<file path="src/wr_ingress_params.svh">
// Function
// - slave interface runs on system clock
// - common mode runs everything on system clock
// - link-side logic uses link clock only independently
// - active-low reset asserts asynchronously
// - id width configurable one to six
// - later beat addresses derived from controls
// - length field fixes exact beat count
// - strobes, not size, select updated lanes
// - burst type plus size gives addresses
// - address ready only when acceptable
// - user sideband one to four bits
// - data width 32 or 64
// - one strobe per data byte
// - data ready only when beat accepted
// - response id equals write address id
`ifndef WR_INGRESS_PARAMS_SVH
`define WR_INGRESS_PARAMS_SVH
`define ID_W_DEF 4
`define ID_W_MAX 6
`define USER_W_DEF 1
`define USER_W_MAX 4
`define DATA_W_DEF 32
`define ADDR_W 32
`define LEN_W 8
`define SIZE_W 2
`define BURST_W 2
`define BURST_FIXED 2'h0
`define BURST_INCR 2'h1
`define BURST_WRAP 2'h2
`define WRAP_BOUND_LO_LEN 8'h01
`endif

</file>
<file path="src/wr_ingress_pkg.sv">
package wr_ingress_pkg;
	// write ingress control states
	typedef enum logic [1:0] {
		ST_IDLE,
		ST_DATA,
		ST_RESP
	} wr_state_t;
endpackage

</file>
<file path="src/bridge_axi_write_ingress.sv">
`timescale 1ns/1ps
`include "wr_ingress_params.svh"
// write address and data ingress of the bridge, system clock domain
module bridge_axi_write_ingress
	import wr_ingress_pkg::*;
#(
	parameter int id_width_param = `ID_W_DEF,
	parameter int USER_W = `USER_W_DEF,
	parameter int DATA_W = `DATA_W_DEF
)
(
	// clock and reset
	input wire logic i_clk,
	input wire logic i_nrst,
	// write address channel
	input wire logic [id_width_param-1:0] i_awid,
	input wire logic [`ADDR_W-1:0] i_awaddr,
	input wire logic [`LEN_W-1:0] i_awlen,
	input wire logic [`SIZE_W-1:0] i_awsize,
	input wire logic [`BURST_W-1:0] i_awburst,
	input wire logic i_awvalid,
	output logic o_awready,
	// write data channel
	input wire logic [USER_W-1:0] i_wuser,
	input wire logic [DATA_W-1:0] i_wdata,
	input wire logic [DATA_W/8-1:0] i_wstrb,
	input wire logic i_wlast,
	input wire logic i_wvalid,
	output logic o_wready,
	// beat output toward the link side
	output logic o_beat_valid,
	input wire logic i_beat_ready,
	output logic [`ADDR_W-1:0] o_beat_addr,
	output logic [DATA_W-1:0] o_beat_data,
	output logic [DATA_W/8-1:0] o_beat_strb,
	output logic [USER_W-1:0] o_beat_user,
	output logic o_beat_last,
	output logic [id_width_param-1:0] o_beat_id,
	// burst done, id of the response to be returned
	output logic o_done,
	output logic [id_width_param-1:0] o_done_id,
	// master ended the burst at the wrong beat
	output logic o_last_err
);
	// elaboration-time width
	if (id_width_param < 1 || id_width_param > `ID_W_MAX)
	begin : g_bad_id
		initial $error("id width out of range");
	end
	if (USER_W < 1 || USER_W > `USER_W_MAX)
	begin : g_bad_user
		initial $error("user width out of range");
	end
	if (DATA_W != 32 && DATA_W != 64)
	begin : g_bad_data
		initial $error("data width must be 32 or 64");
	end

	wr_state_t state_r; // control state
	logic [id_width_param-1:0] id_r; // captured transaction id
	logic [`ADDR_W-1:0] addr_r; // current beat address
	logic [`LEN_W-1:0] len_r; // captured length
	logic [`SIZE_W-1:0] size_r; // captured size
	logic [`BURST_W-1:0] burst_r; // captured burst type
	logic [`LEN_W-1:0] left_r; // beats remaining minus one
	logic [`ADDR_W-1:0] addr_nxt; // next beat address
	logic [DATA_W-1:0] merged; // strobed data
	logic aw_fire; // address handshake
	logic w_fire; // data handshake
	logic b_fire; // beat output handshake
	logic beat_last; // this beat closes the burst

	// address accepted only while idle
	assign o_awready = (state_r == ST_IDLE);
	// data accepted only when output slot is free
	assign o_wready = (state_r == ST_DATA) && (!o_beat_valid || i_beat_ready);
	// transfers only on valid and ready together
	assign aw_fire = i_awvalid && o_awready;
	assign w_fire = i_wvalid && o_wready;
	assign b_fire = o_beat_valid && i_beat_ready;
	// length fixes beat count
	assign beat_last = (left_r == 8'h00);

	beat_addr_gen u_addr
	(
		.i_addr(addr_r),
		.i_len(len_r),
		.i_size(size_r),
		.i_burst(burst_r),
		.o_next(addr_nxt)
	);

	// lanes without strobe stay zero toward the link
	lane_merge #(.DATA_W(DATA_W)) u_merge
	(
		.i_old({DATA_W{1'b0}}),
		.i_new(i_wdata),
		.i_strb(i_wstrb),
		.o_data(merged)
	);

	// control state, async low reset, all on system clock
	always_ff @(posedge i_clk or negedge i_nrst)
	begin
		if (!i_nrst)
			state_r <= ST_IDLE;
		else
		begin
			case (state_r)
				// wait for an address
				ST_IDLE:
					if (aw_fire)
						state_r <= ST_DATA;
				// collect the fixed number of beats
				ST_DATA:
					if (w_fire && beat_last)
						state_r <= ST_RESP;
				// drain last beat, then report
				ST_RESP:
					if (!o_beat_valid || i_beat_ready)
						state_r <= ST_IDLE;
				default: state_r <= ST_IDLE;
			endcase
		end
	end

	// capture address controls on handshake
	always_ff @(posedge i_clk or negedge i_nrst)
	begin
		if (!i_nrst)
		begin
			id_r <= '0;
			len_r <= 8'h00;
			size_r <= 2'h0;
			burst_r <= `BURST_INCR;
		end
		else if (aw_fire)
		begin
			id_r <= i_awid;
			len_r <= i_awlen;
			size_r <= i_awsize;
			burst_r <= i_awburst;
		end
	end

	// beat address and remaining count
	always_ff @(posedge i_clk or negedge i_nrst)
	begin
		if (!i_nrst)
		begin
			addr_r <= 32'h00000000;
			left_r <= 8'h00;
		end
		else if (aw_fire)
		begin
			addr_r <= i_awaddr;
			left_r <= i_awlen;
		end
		else if (w_fire)
		begin
			addr_r <= addr_nxt;
			left_r <= left_r - 8'h01;
		end
	end

	// output beat register, the hand-off to link-side logic that runs outside this block
	always_ff @(posedge i_clk or negedge i_nrst)
	begin
		if (!i_nrst)
		begin
			o_beat_valid <= 1'b0;
			o_beat_addr <= 32'h00000000;
			o_beat_data <= '0;
			o_beat_strb <= '0;
			o_beat_user <= '0;
			o_beat_last <= 1'b0;
			o_beat_id <= '0;
		end
		else if (w_fire)
		begin
			// sideband travels with its beat
			o_beat_valid <= 1'b1;
			o_beat_addr <= addr_r;
			o_beat_data <= merged;
			o_beat_strb <= i_wstrb;
			o_beat_user <= i_wuser;
			o_beat_last <= beat_last;
			o_beat_id <= id_r;
		end
		else if (b_fire)
			o_beat_valid <= 1'b0;
	end

	// completion pulse with the burst id
	always_ff @(posedge i_clk or negedge i_nrst)
	begin
		if (!i_nrst)
		begin
			o_done <= 1'b0;
			o_done_id <= '0;
		end
		else
		begin
			o_done <= (state_r == ST_RESP) && (!o_beat_valid || i_beat_ready);
			o_done_id <= id_r;
		end
	end

	// sticky flag: master last disagrees with counted length
	always_ff @(posedge i_clk or negedge i_nrst)
	begin
		if (!i_nrst)
			o_last_err <= 1'b0;
		else if (w_fire && (i_wlast != beat_last))
			o_last_err <= 1'b1;
	end

	// assertions
	property p_aw_only_idle;
		@(posedge i_clk) disable iff (!i_nrst)
		o_awready |-> state_r == ST_IDLE && !o_wready;
	endproperty
	a_aw_only_idle: assert property (p_aw_only_idle) else $error("awready outside idle");

	property p_aw_to_data;
		@(posedge i_clk) disable iff (!i_nrst)
		aw_fire |=> state_r == ST_DATA && left_r == $past(i_awlen);
	endproperty
	a_aw_to_data: assert property (p_aw_to_data) else $error("length not captured");

	property p_wready_room;
		@(posedge i_clk) disable iff (!i_nrst)
		o_wready |-> (!o_beat_valid || i_beat_ready);
	endproperty
	a_wready_room: assert property (p_wready_room) else $error("wready without room");

	property p_beat_id;
		@(posedge i_clk) disable iff (!i_nrst)
		w_fire |=> o_beat_valid && o_beat_id == $past(id_r) && o_beat_strb == $past(i_wstrb);
	endproperty
	a_beat_id: assert property (p_beat_id) else $error("beat id or strobe wrong");

	property p_done_id;
		@(posedge i_clk) disable iff (!i_nrst)
		o_done |-> o_done_id == id_r;
	endproperty
	a_done_id: assert property (p_done_id) else $error("response id mismatch");

	property p_held;
		@(posedge i_clk) disable iff (!i_nrst)
		o_beat_valid && !i_beat_ready |=> o_beat_valid && $stable(o_beat_data);
	endproperty
	a_held: assert property (p_held) else $error("beat dropped under stall");

	property p_incr_addr;
		@(posedge i_clk) disable iff (!i_nrst)
		w_fire && burst_r == `BURST_INCR |=> addr_r == $past(addr_r) + (32'h00000001 << size_r);
	endproperty
	a_incr_addr: assert property (p_incr_addr) else $error("incr address wrong");

	property p_fixed_addr;
		@(posedge i_clk) disable iff (!i_nrst)
		w_fire && burst_r == `BURST_FIXED |=> $stable(addr_r);
	endproperty
	a_fixed_addr: assert property (p_fixed_addr) else $error("fixed address moved");

	property p_last_end;
		@(posedge i_clk) disable iff (!i_nrst)
		w_fire && beat_last |=> state_r == ST_RESP && o_beat_last ##1 !o_wready;
	endproperty
	a_last_end: assert property (p_last_end) else $error("burst did not end");

	// checker helpers: wrap window of the open burst and byte mask of the held beat
	logic [`ADDR_W-1:0] chk_wrap_win; // wrap window minus one
	logic [DATA_W-1:0] chk_lane_mask; // ones on strobed lanes of the held beat
	assign chk_wrap_win = ((32'(len_r) + 32'h00000001) << size_r) - 32'h00000001;
	genvar lane;
	// one mask byte per strobe bit
	generate
		for (lane = 0; lane < DATA_W/8; lane++)
		begin : g_chk_mask
			assign chk_lane_mask[8*lane+7:8*lane] = {8{o_beat_strb[lane]}};
		end
	endgenerate

	property p_wrap_addr;
		@(posedge i_clk) disable iff (!i_nrst)
		w_fire && burst_r == `BURST_WRAP |=> (addr_r & ~chk_wrap_win) == ($past(addr_r) & ~chk_wrap_win);
	endproperty
	a_wrap_addr: assert property (p_wrap_addr) else $error("wrap address left its window");

	property p_count_down;
		@(posedge i_clk) disable iff (!i_nrst)
		w_fire && !beat_last |=> state_r == ST_DATA && left_r == $past(left_r) - 8'h01;
	endproperty
	a_count_down: assert property (p_count_down) else $error("beat count not stepped");

	property p_beat_fields;
		@(posedge i_clk) disable iff (!i_nrst)
		w_fire |=> o_beat_user == $past(i_wuser) && o_beat_addr == $past(addr_r) && o_beat_last == $past(beat_last);
	endproperty
	a_beat_fields: assert property (p_beat_fields) else $error("beat sideband or address wrong");

	property p_lane_data;
		@(posedge i_clk) disable iff (!i_nrst)
		w_fire |=> o_beat_data == ($past(i_wdata) & chk_lane_mask);
	endproperty
	a_lane_data: assert property (p_lane_data) else $error("byte lanes not set by strobes");

	property p_done_idle;
		@(posedge i_clk) disable iff (!i_nrst)
		o_done |-> state_r == ST_IDLE && !o_beat_valid;
	endproperty
	a_done_idle: assert property (p_done_idle) else $error("completion before last beat left");

	property p_err_sticky;
		@(posedge i_clk) disable iff (!i_nrst)
		o_last_err |=> o_last_err;
	endproperty
	a_err_sticky: assert property (p_err_sticky) else $error("last error flag cleared");
endmodule

</file>
<file path="src/beat_addr_gen.sv">
`timescale 1ns/1ps
`include "wr_ingress_params.svh"
// next beat address from burst type, size and length
module beat_addr_gen
(
	// burst controls
	input wire logic [`ADDR_W-1:0] i_addr,
	input wire logic [`LEN_W-1:0] i_len,
	input wire logic [`SIZE_W-1:0] i_size,
	input wire logic [`BURST_W-1:0] i_burst,
	// result
	output logic [`ADDR_W-1:0] o_next
);
	logic [`ADDR_W-1:0] step; // bytes per beat
	logic [`ADDR_W-1:0] wmask; // wrap window minus one
	logic [`ADDR_W-1:0] inc; // plain increment
	always_comb
	begin
		step = 32'h00000001 << i_size;
		wmask = (({24'h000000, i_len} + 32'h00000001) << i_size) - 32'h00000001;
		inc = i_addr + step;
		// burst type and size pick the next address
		case (i_burst)
			`BURST_FIXED: o_next = i_addr;
			`BURST_WRAP: o_next = (i_addr & ~wmask) | (inc & wmask);
			default: o_next = inc;
		endcase
	end
endmodule

</file>
<file path="src/lane_merge.sv">
`timescale 1ns/1ps
`include "wr_ingress_params.svh"
// applies write strobes per byte lane onto held data
module lane_merge #(
	parameter int DATA_W = `DATA_W_DEF
)
(
	// inputs
	input wire logic [DATA_W-1:0] i_old,
	input wire logic [DATA_W-1:0] i_new,
	input wire logic [DATA_W/8-1:0] i_strb,
	// merged
	output logic [DATA_W-1:0] o_data
);
	genvar n;
	generate
		for (n = 0; n < DATA_W/8; n++)
		begin : g_lane
			// strobe n qualifies bits 8n+7..8n
			assign o_data[8*n+7:8*n] = i_strb[n] ? i_new[8*n+7:8*n] : i_old[8*n+7:8*n];
		end
	endgenerate
endmodule

</file>
<file path="config.mk">
export PLATFORM = sky130hd
export DESIGN_NAME = bridge_axi_write_ingress
export DESIGN_NICKNAME = d
export VERILOG_FILES = /design/src/wr_ingress_pkg.sv /design/src/bridge_axi_write_ingress.sv /design/src/beat_addr_gen.sv /design/src/lane_merge.sv
export VERILOG_INCLUDE_DIRS = /design/src
export SDC_FILE = /design/constraint.sdc
export NUM_CORES = 1
export LEC_CHECK = 0
export ABC_CLOCK_PERIOD_IN_PS = 8200
export BUFFER_PORTS_ARGS = -buffer_cell sky130_fd_sc_hd__buf_4
export CORE_MARGIN = 3
export CORE_UTILIZATION = 59
export CTS_BUF_LIST = sky130_fd_sc_hd__clkbuf_16
export CTS_CLUSTER_SIZE = 24
export DETAILED_ROUTE_END_ITERATION = 16
export PLACE_DENSITY = 0.87
export SETUP_SLACK_MARGIN = 0.5
export SYNTH_ARGS = -nofsm -noshare
export SYNTH_HDL_FRONTEND = slang
export SYNTH_HIERARCHICAL = 1
export SYNTH_SLANG_ARGS = --single-unit
</file>
<file path="constraint.sdc">
create_clock -name i_clk -period 8.2 [get_ports i_clk]
set_input_delay 1.64 -clock i_clk [delete_from_list [all_inputs] [get_ports i_clk]]
set_output_delay 1.64 -clock i_clk [all_outputs]
set_load 0.005 [all_outputs]
</file>
Word-level counts from Yosys, hierarchy flattened:

Index checks and enable logic that the tools add are counted.

* add/sub/neg operators: 4
* eq/ne operators: 8
* shift operators: 2
* muxes and demuxes: 15
* bitwise operators: 4
* reduce and logical (&&, ||, !) cells: 16

Operators with widths (count)
* bitwise AND 32 bit: 2
* 2-to-1 mux 32 bit: 2
* one-hot mux 32 bit (2 select lines): 1
* 2-to-1 mux 8 bit: 6
* adder 32 bit: 1
* NOT 32 bit: 1
* bitwise OR 32 bit: 1
* << shifter 1 x 2 -> 32 bit (first input constant): 1
* << shifter 32 x 2 -> 32 bit: 1
* subtractor 32 x 1 -> 32 bit (second input constant): 1
* adder 8 x 1 -> 9 bit (second input constant): 1
* zero test 8 bit: 1
* subtractor 8 x 1 -> 8 bit (second input constant): 1
* logical AND 1 bit: 7
* 2-to-1 mux 2 bit: 3
* one-hot mux 2 bit (3 select lines): 1
* == test 2 bit (second input constant): 2
* zero test 2 bit: 2
* != test 2 x 1 -> 1 bit (second input constant): 2
* != test 2 bit (second input constant): 2
* nonzero test 2 bit: 2
* AND reduction 3 bit: 1
* == test 2 x 1 -> 1 bit (second input constant): 1
* 2-to-1 mux 1 bit: 2
* other kinds (4): 4

* register bits after elaboration: 139
* output and inout port bits: 83

Longest topological paths before layout:

Gate-level depths: netlist of run 1.

* depth after elaboration: 9
* gate-level depth with buffers: 15
* mapped depth without buffers: 14

Hierarchy:

The synthesis of run 1 kept the hierarchy.

By module, submodules not included
* bridge_axi_write_ingress: instances 1, cells each 606, area each 5487.8 um2, seq. area each 3479.6 um2
* beat_addr_gen: instances 1, cells each 284, area each 1963.1 um2, seq. area each 0.0 um2
* lane_merge: instances 1, cells each 36, area each 525.5 um2, seq. area each 0.0 um2

Worst setup path after synthesis of run 1:

OpenSTA, ideal clock, no wires.

* path type: in2out
* from: input i_beat_ready
* to: output o_wready
* arrival time: 1936 ps
* slack: 4624 ps
* stages: 2
* buffers on the path: 0
* cell sequence: nor2b_1 nor2_1

* longest elaborated chain between the ends: 2

Ends and longest elaborated chain
* start: declaration: RTL line bridge_axi_write_ingress.sv:32 `input wire logic i_beat_ready,`
* logical OR 1 bit: RTL line bridge_axi_write_ingress.sv:76 `assign o_wready = (state_r == ST_DATA) && (!o_beat_valid || i_beat_ready);`
* logical AND 1 bit: RTL line bridge_axi_write_ingress.sv:76
* end: declaration: RTL line bridge_axi_write_ingress.sv:29 `output logic o_wready,`

Every way passes these cells.

Worst setup path after layout of run 1:

Same ends and word-level chain as after synthesis.

==> impl_metrics.py, run 1 <==
metrics = {
    "global_route": {
        "grt_pass1_wl_um": 33200,
        "grtUsageMet2_pct": 45.9,
        "grt_max_degree": 102,
        "antenna_found_initial": 0,
        "grt_pass1_vias": 6868,
        "met3_usage_pct": 5.81,
        "gr-max-usage-layer": "met2",
        "grt_overflow": 0,
        "use_met1_pct": 36.9,
        "track_usage_pct": 28.0,
    },
    "synth": {
        "synthTopCellsByArea": "dfrtp_1 (43%), nand2_1 (17%), mux2_4 (6.0%)",
        "async_reset_ff_share_pct": 100,
        "synth_common_cells": "nand2_1 (361), dfrtp_1 (138), nor2_1 (39)",
        "postSynthCellCount": 926,
        "synth-edff-count": 0,
        "synth.cell_area_um2": 7980,
        "yosysUniqueCellTypes": 75,
        "ys_seq_area_share_pct": 43.6,
        "synth_largest_area_cell": "dfrtp_1",
        "synth-seq-cells": 139,
        "yosys_warnings": 6,
        "ys.flop_type": "dfrtp_1",
        "synth_most_common_cell": "nand2_1",
        "syn_avg_cell_area_um2": 8.61,
        "synth_top_area_share_pct": 43.3,
    },
    "worst_hold_path": {
        "hold_start": "id_r[2]$_DFFE_PN0P_",
        "min_to": "o_done_id[2]$_DFF_PN0_",
        "hold_class": "reg -> reg",
        "hold_path_depth": 0,
    },
    "place": {
        "place_hpwl_um": 13900,
        "pre_cts_slack_ns": 4.28,
        "globalplace.congestion": 0.935,
        "port-buffer-count": 173,
        "dp_cells": 1252,
    },
    "detailed_routing": {
        "drc": 0,
        "drt_wl_total_um": 20800,
        "via_per_inst": 5.59,
        "drt_iter0_drc": 424,
        "avgRoutedWirePerCell_um": 16.2,
        "drtPass1Iterations": 5,
        "vias": 7174,
        "antenna_left": 0,
    },
    "power_and_ir_drop": {
        "vdd_drop_max_uv": 232,
        "p_leak_nw": 5.15,
        "pwr-share-comb_pct": 43.5,
        "swShare_pct": 40.6,
        "power_density_nw_per_um2": 373,
        "power.switching_mw": 1.51,
        "p_seq_share_pct": 36.3,
        "p_int_mw": 2.20,
        "clockPowerShare_pct": 20.2,
        "fin_total_pwr_mw": 3.71,
    },
    "setup_path": {
        "cp_max_fo": 5,
        "ff2ff_setup_slack_ns": 4.41,
        "crit_path_end_kind": "primary output",
        "reg2reg_to": "addr_r[10]$_DFFE_PN0P_",
        "timing_worst_setup_path_type": "in -> out",
        "r2r_start": "size_r[0]$_DFFE_PN0P_",
        "crit_required_ns": 6.56,
        "startpoint_type": "input port",
        "reg2reg_depth": 13,
        "cp_data_arrival_time_ns": 2.30,
    },
    "clock_network": {
        "post_cts_buffers": 0,
        "htreeDepth": 4,
        "cts_tree": "done",
        "cts_inserted_buffers": 17,
        "clock_path_buffers": 2,
        "cts_sinks": 139,
        "clkLatencyLatePin_ns": 0.42,
        "cts_hold_buffers": 0,
        "root_buffer": "clkbuf_16",
        "cts_resized": 0,
        "clkTransAtPathRegs_ns": 0.06,
    },
    "floorplan": {
        "die_y_um": 122,
        "dieWidth_um": 122,
        "core_um2": 12900,
        "die_area_um2": 15000,
        "start_util_pct": 61.7,
        "ios": 174,
        "fp-row-count": 41,
    },
    "timing": {
        "period_share_pct": 48.1,
        "finalSetupTns_ns": 0,
        "post-route-min-period_ns": 3.94,
        "maxSlewViolCount": 0,
        "worst_slew_pin_slew_ns": 1.09,
        "rsz0062_at_grt": "false",
        "finalClockSkew_ns": 0.00971,
        "fmax_mhz": 254,
        "setup_slack_ns": 4.26,
        "setup_viol": 0,
        "maxSlewHeadroom_pct": 27.1,
        "hold_viol": 0,
        "hold_ws_ns": 0.417,
    },
    "layout": {
        "instances_no_fill": 1284,
        "drive_above_1_share_pct": 24.0,
        "antenna_cells": 0,
        "syn_to_final_growth_pct": 24.9,
        "nNetsFinal": 1200,
    },
    "status": {
        "status": "complete, no violations",
    },
    "run": {
        "max_cap_viol_count": 0,
    },
}
## final cells by class
cell class              count  area [um^2]
clock buffers              17          425
clock inverters            15          149
fillers                   928         2960
inverters                  19         71.3
multi-input cells         745         4290
flip-flops and latches    139         3480
well taps                 172          215
repair buffers            177         1330
## stage by stage
step / area [um^2] / utilization [%]
after CTS: 9960 / 77.1
after global placement: 9390 / 72.6
final: 9960 / 77.1
after global routing: 9960 / 77.1
after floorplan: 8090 / -
after detailed placement: 9390 / 72.6
## layout by cell type, fill, tap and decap left out, types with 14 or more instances in the layout
master     count
nor3_1        17
nor2_1        39
xor2_1        31
nand2_1      360
a31oi_1       18
mux2_4        32
clkbuf_16     17
nand3_1       15
inv_1         20
a22oi_1       16
buf_4        176
conb_1        32
nand2b_1      14
dfrtp_1      138
## kinds of logic (layout without fill, tap and decap cells)
family	Yosys count	in the layout	share of synthesized area (%)
xor gates and xnor gates	44	44	5.16
adders and majority gates	10	10	1.66
and+or+nand+nor	513	513	28.4
DFF	139	139	43.6
AOI/OAI and AO/OA	104	104	9.46
muxes	42	42	7.33
other	1	32	0.0470
buffers and inverters	73	228	4.35
## power groups by stage
stage	clock, mW	sequential, mW	combinational [mW]
after floorplan	0	1.24	1.10
after global placement	0	1.33	1.54
after detailed placement	0	1.34	1.60
after CTS	0.760	1.34	1.62
after global routing	0.790	1.40	1.79
final	0.750	1.35	1.62
## routing by layer
metal / part of all wire [%] / vias up / routed length, um
met1: 42 / 3481 / 8780
met4: 2.6 / 0 / 548
met2: 49 / 240 / 10300
met3: 5.7 / 39 / 1180
met5: 0 / - / 0
li1: - / 3414 / -
## sequential cells by signal, summed over array words and instances (netlist names)
register and flops:
o_beat_data 32, o_beat_addr 32, len_r 8, addr_r 32
o_beat_valid 1, state_r 2, o_beat_last 1, o_last_err 1
o_beat_user 1, o_done_id 4, burst_r 2, o_beat_strb 4
o_beat_id 4, o_done 1, size_r 2, id_r 4
left_r 8
## worst max path at each step
| stage | depth (start not counted) | to | start |
|---|---|---|---|
| 6_report | 4 | o_wready | i_beat_ready |
| 5_1_grt | 13 | addr_r[10]$_DFFE_PN0P_ | size_r[0]$_DFFE_PN0P_ |
| 4_1_cts | 4 | o_wready | i_beat_ready |
| 3_5_place_dp | 4 | o_wready | i_beat_ready |
| 3_3_place_gp | 4 | o_wready | i_beat_ready |
| 2_1_floorplan | 2 | o_wready | i_beat_ready |
## critical path: stages
cell     delay (ns)
buf_4          0.11
nor2b_1        0.32
nor2_1         0.08
buf_4          0.15
Note: power is estimated with default switching activity, not from simulation.
==> inputs of run 2 (changes only) <==
--- a/config.mk
+++ b/config.mk
@@ -6,14 +6,14 @@
 export SDC_FILE = /design/constraint.sdc
 export NUM_CORES = 1
 export LEC_CHECK = 0
-export ABC_CLOCK_PERIOD_IN_PS = 8200
+export ABC_CLOCK_PERIOD_IN_PS = 3900
 export BUFFER_PORTS_ARGS = -buffer_cell sky130_fd_sc_hd__buf_4
 export CORE_MARGIN = 3
-export CORE_UTILIZATION = 59
+export CORE_UTILIZATION = 55
 export CTS_BUF_LIST = sky130_fd_sc_hd__clkbuf_16
 export CTS_CLUSTER_SIZE = 24
 export DETAILED_ROUTE_END_ITERATION = 16
-export PLACE_DENSITY = 0.87
+export PLACE_DENSITY = 0.82
 export SETUP_SLACK_MARGIN = 0.5
 export SYNTH_ARGS = -nofsm -noshare
 export SYNTH_HDL_FRONTEND = slang
==> constraint.sdc (replaced) <==
create_clock -name i_clk -period 3.9 [get_ports i_clk]
set_input_delay 0.78 -clock i_clk [delete_from_list [all_inputs] [get_ports i_clk]]
set_output_delay 0.78 -clock i_clk [all_outputs]
set_load 0.005 [all_outputs]
==> impl_metrics.py, run 2 (synthesized netlist as in run 1, its figures left out) <==
metrics = {
    "status": {
        "status": "complete, no violations",
    },
    "setup_path": {
        "cp_max_fo": 10,
        "crit_path_max_incr_delay_ns": 0.47,
        "timing_worst_setup_path_type": "reg -> reg",
        "reg2reg_depth": 14,
        "crit_required_ns": 4.23,
        "cp_data_arrival_time_ns": 3.61,
        "startpoint_type": "register",
        "crit_path_end_kind": "register",
        "worst_path_max_delay_cell": "dfrtp_2",
        "worstPathCellList": "ha_2 -> and3_1 -> xnor2_2 -> o211ai_1 -> a221o_1 -> nor4_4 -> and2_1 -> ha_1 -> inv_1 -> a21oi_1 -> nor3_2 -> xor2_1 -> nand2_1 -> a31oi_1",
        "ff2ff_setup_slack_ns": 0.62,
    },
    "timing": {
        "maxSlewHeadroom_pct": 34.3,
        "period_share_pct": 84.1,
        "hold_viol": 0,
        "setup_slack_ns": 0.620,
        "fmax_mhz": 305,
        "finalClockSkew_ns": 0.00738,
        "maxSlewViolCount": 0,
        "finalSetupTns_ns": 0,
        "post-route-min-period_ns": 3.28,
        "rsz0062_at_grt": "true",
        "worst_slew_pin_slew_ns": 0.982,
        "setup_viol": 0,
    },
    "place": {
        "pre_cts_slack_ns": 0.482,
        "port-buffer-count": 173,
        "place_hpwl_um": 14100,
        "globalplace.congestion": 0.917,
    },
    "power_and_ir_drop": {
        "p_leak_nw": 5.21,
        "power_density_nw_per_um2": 783,
        "vdd_drop_max_uv": 383,
        "pwr-share-comb_pct": 45.3,
        "p_int_mw": 4.73,
        "clockPowerShare_pct": 19.4,
        "swShare_pct": 40.3,
        "fin_total_pwr_mw": 7.92,
        "power.switching_mw": 3.19,
        "p_seq_share_pct": 35.3,
    },
    "global_route": {
        "grt_max_degree": 75,
        "track_usage_pct": 25.2,
        "grt_overflow": 0,
        "antenna_found_initial": 0,
        "grt_pass1_vias": 6800,
        "grt_pass1_wl_um": 33100,
    },
    "detailed_routing": {
        "drc": 0,
        "drt_iter0_drc": 485,
        "antenna_left": 0,
        "avgRoutedWirePerCell_um": 15.8,
        "vias": 7156,
        "drt_wl_total_um": 20500,
        "drtPass1Iterations": 6,
        "via_per_inst": 5.50,
    },
    "clock_network": {
        "cts_sinks": 139,
        "cts_tree": "done",
        "cts_inserted_buffers": 17,
        "clock_path_buffers": 2,
        "root_buffer": "clkbuf_16",
        "clkTransAtPathRegs_ns": 0.06,
        "clkLatencyLatePin_ns": 0.42,
        "htreeDepth": 4,
    },
    "floorplan": {
        "ios": 174,
        "die_area_um2": 16000,
        "dieWidth_um": 126,
        "core_um2": 14000,
        "die_y_um": 126,
        "start_util_pct": 56.8,
        "fp-row-count": 43,
    },
    "layout": {
        "most-common-layout-cells": "nand2_1 (360), buf_4 (185), dfrtp_1 (135), nor2_1 (38)",
        "nNetsFinal": 1211,
        "final_common_cell": "nand2_1",
        "antenna_cells": 0,
        "syn_to_final_growth_pct": 26.9,
        "drive_above_1_share_pct": 25.6,
        "top_regs": "addr_r (32), o_beat_addr (32), o_beat_data (32)",
    },
    "run": {
        "max_cap_viol_count": 0,
    },
    "worst_hold_path": {
        "hold_class": "in -> async",
    },
}
-- run 2: cell count changes in the layout (fill, tap and decap cells not counted), moves of 2 or more --
cell and change:
dfrtp_2 +3, buf_4 +9, clkinvlp_4 -3, inv_6 -2, dfrtp_1 -3, buf_12 +2, nor4_2 +3, nor4_1 -3
clkinv_4 +2
-- run 2: timing repair --
action                                  4_1_cts  5_1_grt
hold buffers                                  0        0
gates resized for setup                       2       12
setup buffers                                 0        6
endpoints found under the setup margin        1        9
pin swaps                                     0        5
-- run 2: per-layer routing --
metal  up-vias  track usage [%]  wire [um]
li1       3434                -          -
met4         0             8.58        484
met3        38             5.64       1360
met1      3456             33.5       8730
met5         -                0          0
met2       228             41.1       9970
-- run 2: metrics by stage --
step                instances  util [%]  hold WS (ns)  area (um^2)
floorplan                 957         -         0.374         8090
global placement         1265      67.4         0.385         9460
detailed placement       1265      67.4         0.390         9460
CTS                      1295      71.4         0.382        10000
global route             1301      72.1         0.406        10100
finish                   1301      72.1         0.369        10100
-- run 2: cell type report --
cell class,count,area (um^2)
clock buffer,17,425
clock inverter,13,130
fill,1094,3920
inverter,19,71.3
multi-input combinational,745,4350
sequential,139,3480
tap,180,225
timing repair buffer,188,1440
-- run 2: critical path, delay by kind of cell, from the launching register on --
kind | cells | cell delay [ns]
compound gates | 4 | 0.75
simple gates | 5 | 1.05
flops | 1 | 0.47
xor+xnor | 2 | 0.38
buf+inv | 1 | 0.05
fa+ha+maj | 2 | 0.48
-- run 2: path summary, 6_finish.rpt --
kind / startpoint / end
worst max-delay path: len_r[0]$_DFFE_PN0P_ / addr_r[11]$_DFFE_PN0P_
worst min-delay path: i_nrst / size_r[1]$_DFFE_PN0P_
worst max register to register: len_r[0]$_DFFE_PN0P_ / addr_r[11]$_DFFE_PN0P_
worst min register to register: id_r[2]$_DFFE_PN0P_ / o_done_id[2]$_DFF_PN0_
max in group asynchronous: i_nrst / o_beat_data[5]$_DFFE_PN0P_
min in group i_clk: id_r[2]$_DFFE_PN0P_ / o_done_id[2]$_DFF_PN0_
-- run 2: power groups by stage --
stage	Combinational (mW)	Sequential, mW	Clock, mW
finish	3.59	2.79	1.54
global route	3.98	2.90	1.63
CTS	3.44	2.78	1.56
detailed placement	3.41	2.79	0
global placement	3.32	2.77	0
floorplan	2.32	2.60	0
==> inputs of run 3 (changes only) <==
--- a/config.mk
+++ b/config.mk
@@ -6,14 +6,14 @@
 export SDC_FILE = /design/constraint.sdc
 export NUM_CORES = 1
 export LEC_CHECK = 0
-export ABC_CLOCK_PERIOD_IN_PS = 3900
+export ABC_CLOCK_PERIOD_IN_PS = 2870
 export BUFFER_PORTS_ARGS = -buffer_cell sky130_fd_sc_hd__buf_4
 export CORE_MARGIN = 3
-export CORE_UTILIZATION = 55
+export CORE_UTILIZATION = 50
 export CTS_BUF_LIST = sky130_fd_sc_hd__clkbuf_16
 export CTS_CLUSTER_SIZE = 24
 export DETAILED_ROUTE_END_ITERATION = 16
-export PLACE_DENSITY = 0.82
+export PLACE_DENSITY = 0.78
 export SETUP_SLACK_MARGIN = 0.5
 export SYNTH_ARGS = -nofsm -noshare
 export SYNTH_HDL_FRONTEND = slang
==> constraint.sdc (replaced) <==
create_clock -name i_clk -period 2.87 [get_ports i_clk]
set_input_delay 0.574 -clock i_clk [delete_from_list [all_inputs] [get_ports i_clk]]
set_output_delay 0.574 -clock i_clk [all_outputs]
set_load 0.005 [all_outputs]
==> impl_metrics.py, run 3 (synthesized netlist as in run 1, its figures left out) <==
metrics = {
    "clock_network": {
        "cts_tree": "done",
        "cts_sinks": 139,
        "clock_path_buffers": 2,
        "clkLatencyLatePin_ns": 0.43,
        "cts_inserted_buffers": 17,
        "htreeDepth": 4,
        "root_buffer": "clkbuf_16",
        "clkTransAtPathRegs_ns": 0.07,
        "cts_hold_buffers": 0,
    },
    "detailed_routing": {
        "drt_iter0_drc": 514,
        "drtPass1Iterations": 5,
        "drt_wl_total_um": 22200,
        "avgRoutedWirePerCell_um": 16.0,
        "drc": 0,
        "vias": 7315,
        "antenna_left": 0,
        "via_per_inst": 5.26,
    },
    "timing": {
        "hold_ws_ns": 0.108,
        "rsz0062_at_grt": "true",
        "maxSlewHeadroom_pct": 63.6,
        "hold_viol": 0,
        "worst_slew_pin_slew_ns": 0.546,
        "period_share_pct": 101,
        "setup_slack_ns": -0.0351,
        "fmax_mhz": 344,
        "post-route-min-period_ns": 2.91,
        "finalClockSkew_ns": 0.0131,
        "finalSetupTns_ns": -0.0816,
        "setup_viol": 4,
        "maxSlewViolCount": 0,
    },
    "setup_path": {
        "crit_path_end_kind": "register",
        "cp-startpoint": "len_r[1]$_DFFE_PN0P_",
        "ff2ff_setup_slack_ns": -0.04,
        "reg2reg_depth": 14,
        "cp-endpoint": "addr_r[11]$_DFFE_PN0P_",
        "cp_data_arrival_time_ns": 3.25,
        "reg2reg_to": "addr_r[11]$_DFFE_PN0P_",
        "timing_worst_setup_path_type": "reg -> reg",
        "r2r_start": "len_r[1]$_DFFE_PN0P_",
        "startpoint_type": "register",
        "cp_max_fo": 5,
        "crit_required_ns": 3.22,
    },
    "place": {
        "globalplace.congestion": 0.913,
        "pre_cts_slack_ns": -0.0933,
        "dp_cells": 1338,
        "place_hpwl_um": 15500,
        "placed_cell_area_um2": 9990,
        "port-buffer-count": 173,
    },
    "power_and_ir_drop": {
        "vdd_drop_max_uv": 576,
        "p_int_mw": 7.24,
        "p_seq_share_pct": 30.8,
        "power_density_nw_per_um2": 1100,
        "fin_total_pwr_mw": 12.1,
        "power.switching_mw": 4.89,
        "p_leak_nw": 5.67,
        "swShare_pct": 40.3,
        "clockPowerShare_pct": 18.8,
        "pwr-share-comb_pct": 50.4,
    },
    "status": {
        "status": "complete, but fails checks",
        "violations": "negative setup slack",
    },
    "global_route": {
        "grt_pass1_wl_um": 36500,
        "track_usage_pct": 25.6,
        "antenna_found_initial": 0,
        "grt_max_degree": 58,
        "grt_pass1_vias": 7396,
        "grt_overflow": 0,
    },
    "run": {
        "max_cap_viol_count": 0,
    },
    "layout": {
        "top_regs": "addr_r (32), o_beat_addr (32), o_beat_data (32)",
        "antenna_cells": 0,
        "stdcell_area_um2": 11100,
        "fin_util_pct": 71.7,
        "drive_above_1_share_pct": 33.4,
        "final_common_cell": "nand2_1",
        "syn_to_final_growth_pct": 38.7,
        "register_area_um2": 3490,
        "instances_no_fill": 1391,
        "most-common-layout-cells": "nand2_1 (359), buf_4 (232), dfrtp_1 (132), nor2_1 (35)",
        "multi_input_comb_area_um2": 4710,
        "nFillCells": 1200,
        "nNetsFinal": 1268,
    },
    "floorplan": {
        "die_y_um": 132,
        "core_um2": 15400,
        "die_area_um2": 17500,
        "start_util_pct": 51.7,
        "dieWidth_um": 132,
        "fp-row-count": 45,
        "ios": 174,
    },
    "worst_hold_path": {
        "hold_class": "in -> async",
    },
}
==> run 3: power groups by stage <==
| stage | Combinational (mW) | Sequential (mW) | Clock (mW) |
|---|---|---|---|
| after floorplan | 3.42 | 3.55 | 0 |
| after global placement | 5.26 | 3.70 | 0 |
| after detailed placement | 5.40 | 3.71 | 0 |
| after CTS | 5.83 | 3.72 | 2.31 |
| after global routing | 6.76 | 3.88 | 2.40 |
| final | 6.11 | 3.74 | 2.28 |
==> run 3: worst min-delay path by stage <==
| stage | cells after the start | end | start | slack, ns |
|---|---|---|---|---|
| floorplan | 0 | addr_r[0]$_DFFE_PN0P_ | i_nrst | 0.28 |
| global placement | 0 | o_done_id[0]$_DFF_PN0_ | id_r[0]$_DFFE_PN0P_ | 0.38 |
| detailed placement | 0 | o_done_id[3]$_DFF_PN0_ | id_r[3]$_DFFE_PN0P_ | 0.39 |
| CTS | 1 | len_r[5]$_DFFE_PN0P_ | i_nrst | 0.12 |
| global route | 1 | len_r[5]$_DFFE_PN0P_ | i_nrst | 0.14 |
| finish | 1 | len_r[5]$_DFFE_PN0P_ | i_nrst | 0.11 |
==> run 3: area by class of cell <==
cell class / instances / area share (%)
clock buffers: 17 / 3.84
repair buffers: 245 / 17.3
inverters: 19 / 0.690
well taps: 211 / 2.39
clock inverters: 15 / 1.66
flip-flops and latches: 139 / 31.5
multi-input cells: 745 / 42.6
==> run 3: what timing repair did <==
action | 4_1_cts | 5_1_grt
buffers inserted | 17 | 4
pin swaps | 23 | 32
endpoints found under the setup margin | 28 | 30
resized for setup | 25 | 33
==> run 3: layer usage <==
| metal | vias up | global-route usage (%) | wire, um |
|---|---|---|---|
| met1 | 3524 | 30.7 | 8910 |
| li1 | 3540 | - | - |
| met5 | - | 0 | 0 |
| met3 | 33 | 8.47 | 1720 |
| met4 | 0 | 7.91 | 456 |
| met2 | 218 | 43.7 | 11100 |
==> run 3: critical path, cell delays in order, from the launching register on <==
cell and delay [ns]:
dfrtp_2 0.45, ha_4 0.19, and3_4 0.17, xnor2_4 0.22, o221ai_4 0.15, or3b_4 0.45
nor4_4 0.17, and2_1 0.17, ha_1 0.22, inv_1 0.05, a21oi_1 0.06, nor3_2 0.14
xor2_1 0.15, nand2_1 0.06, a31oi_1 0.16
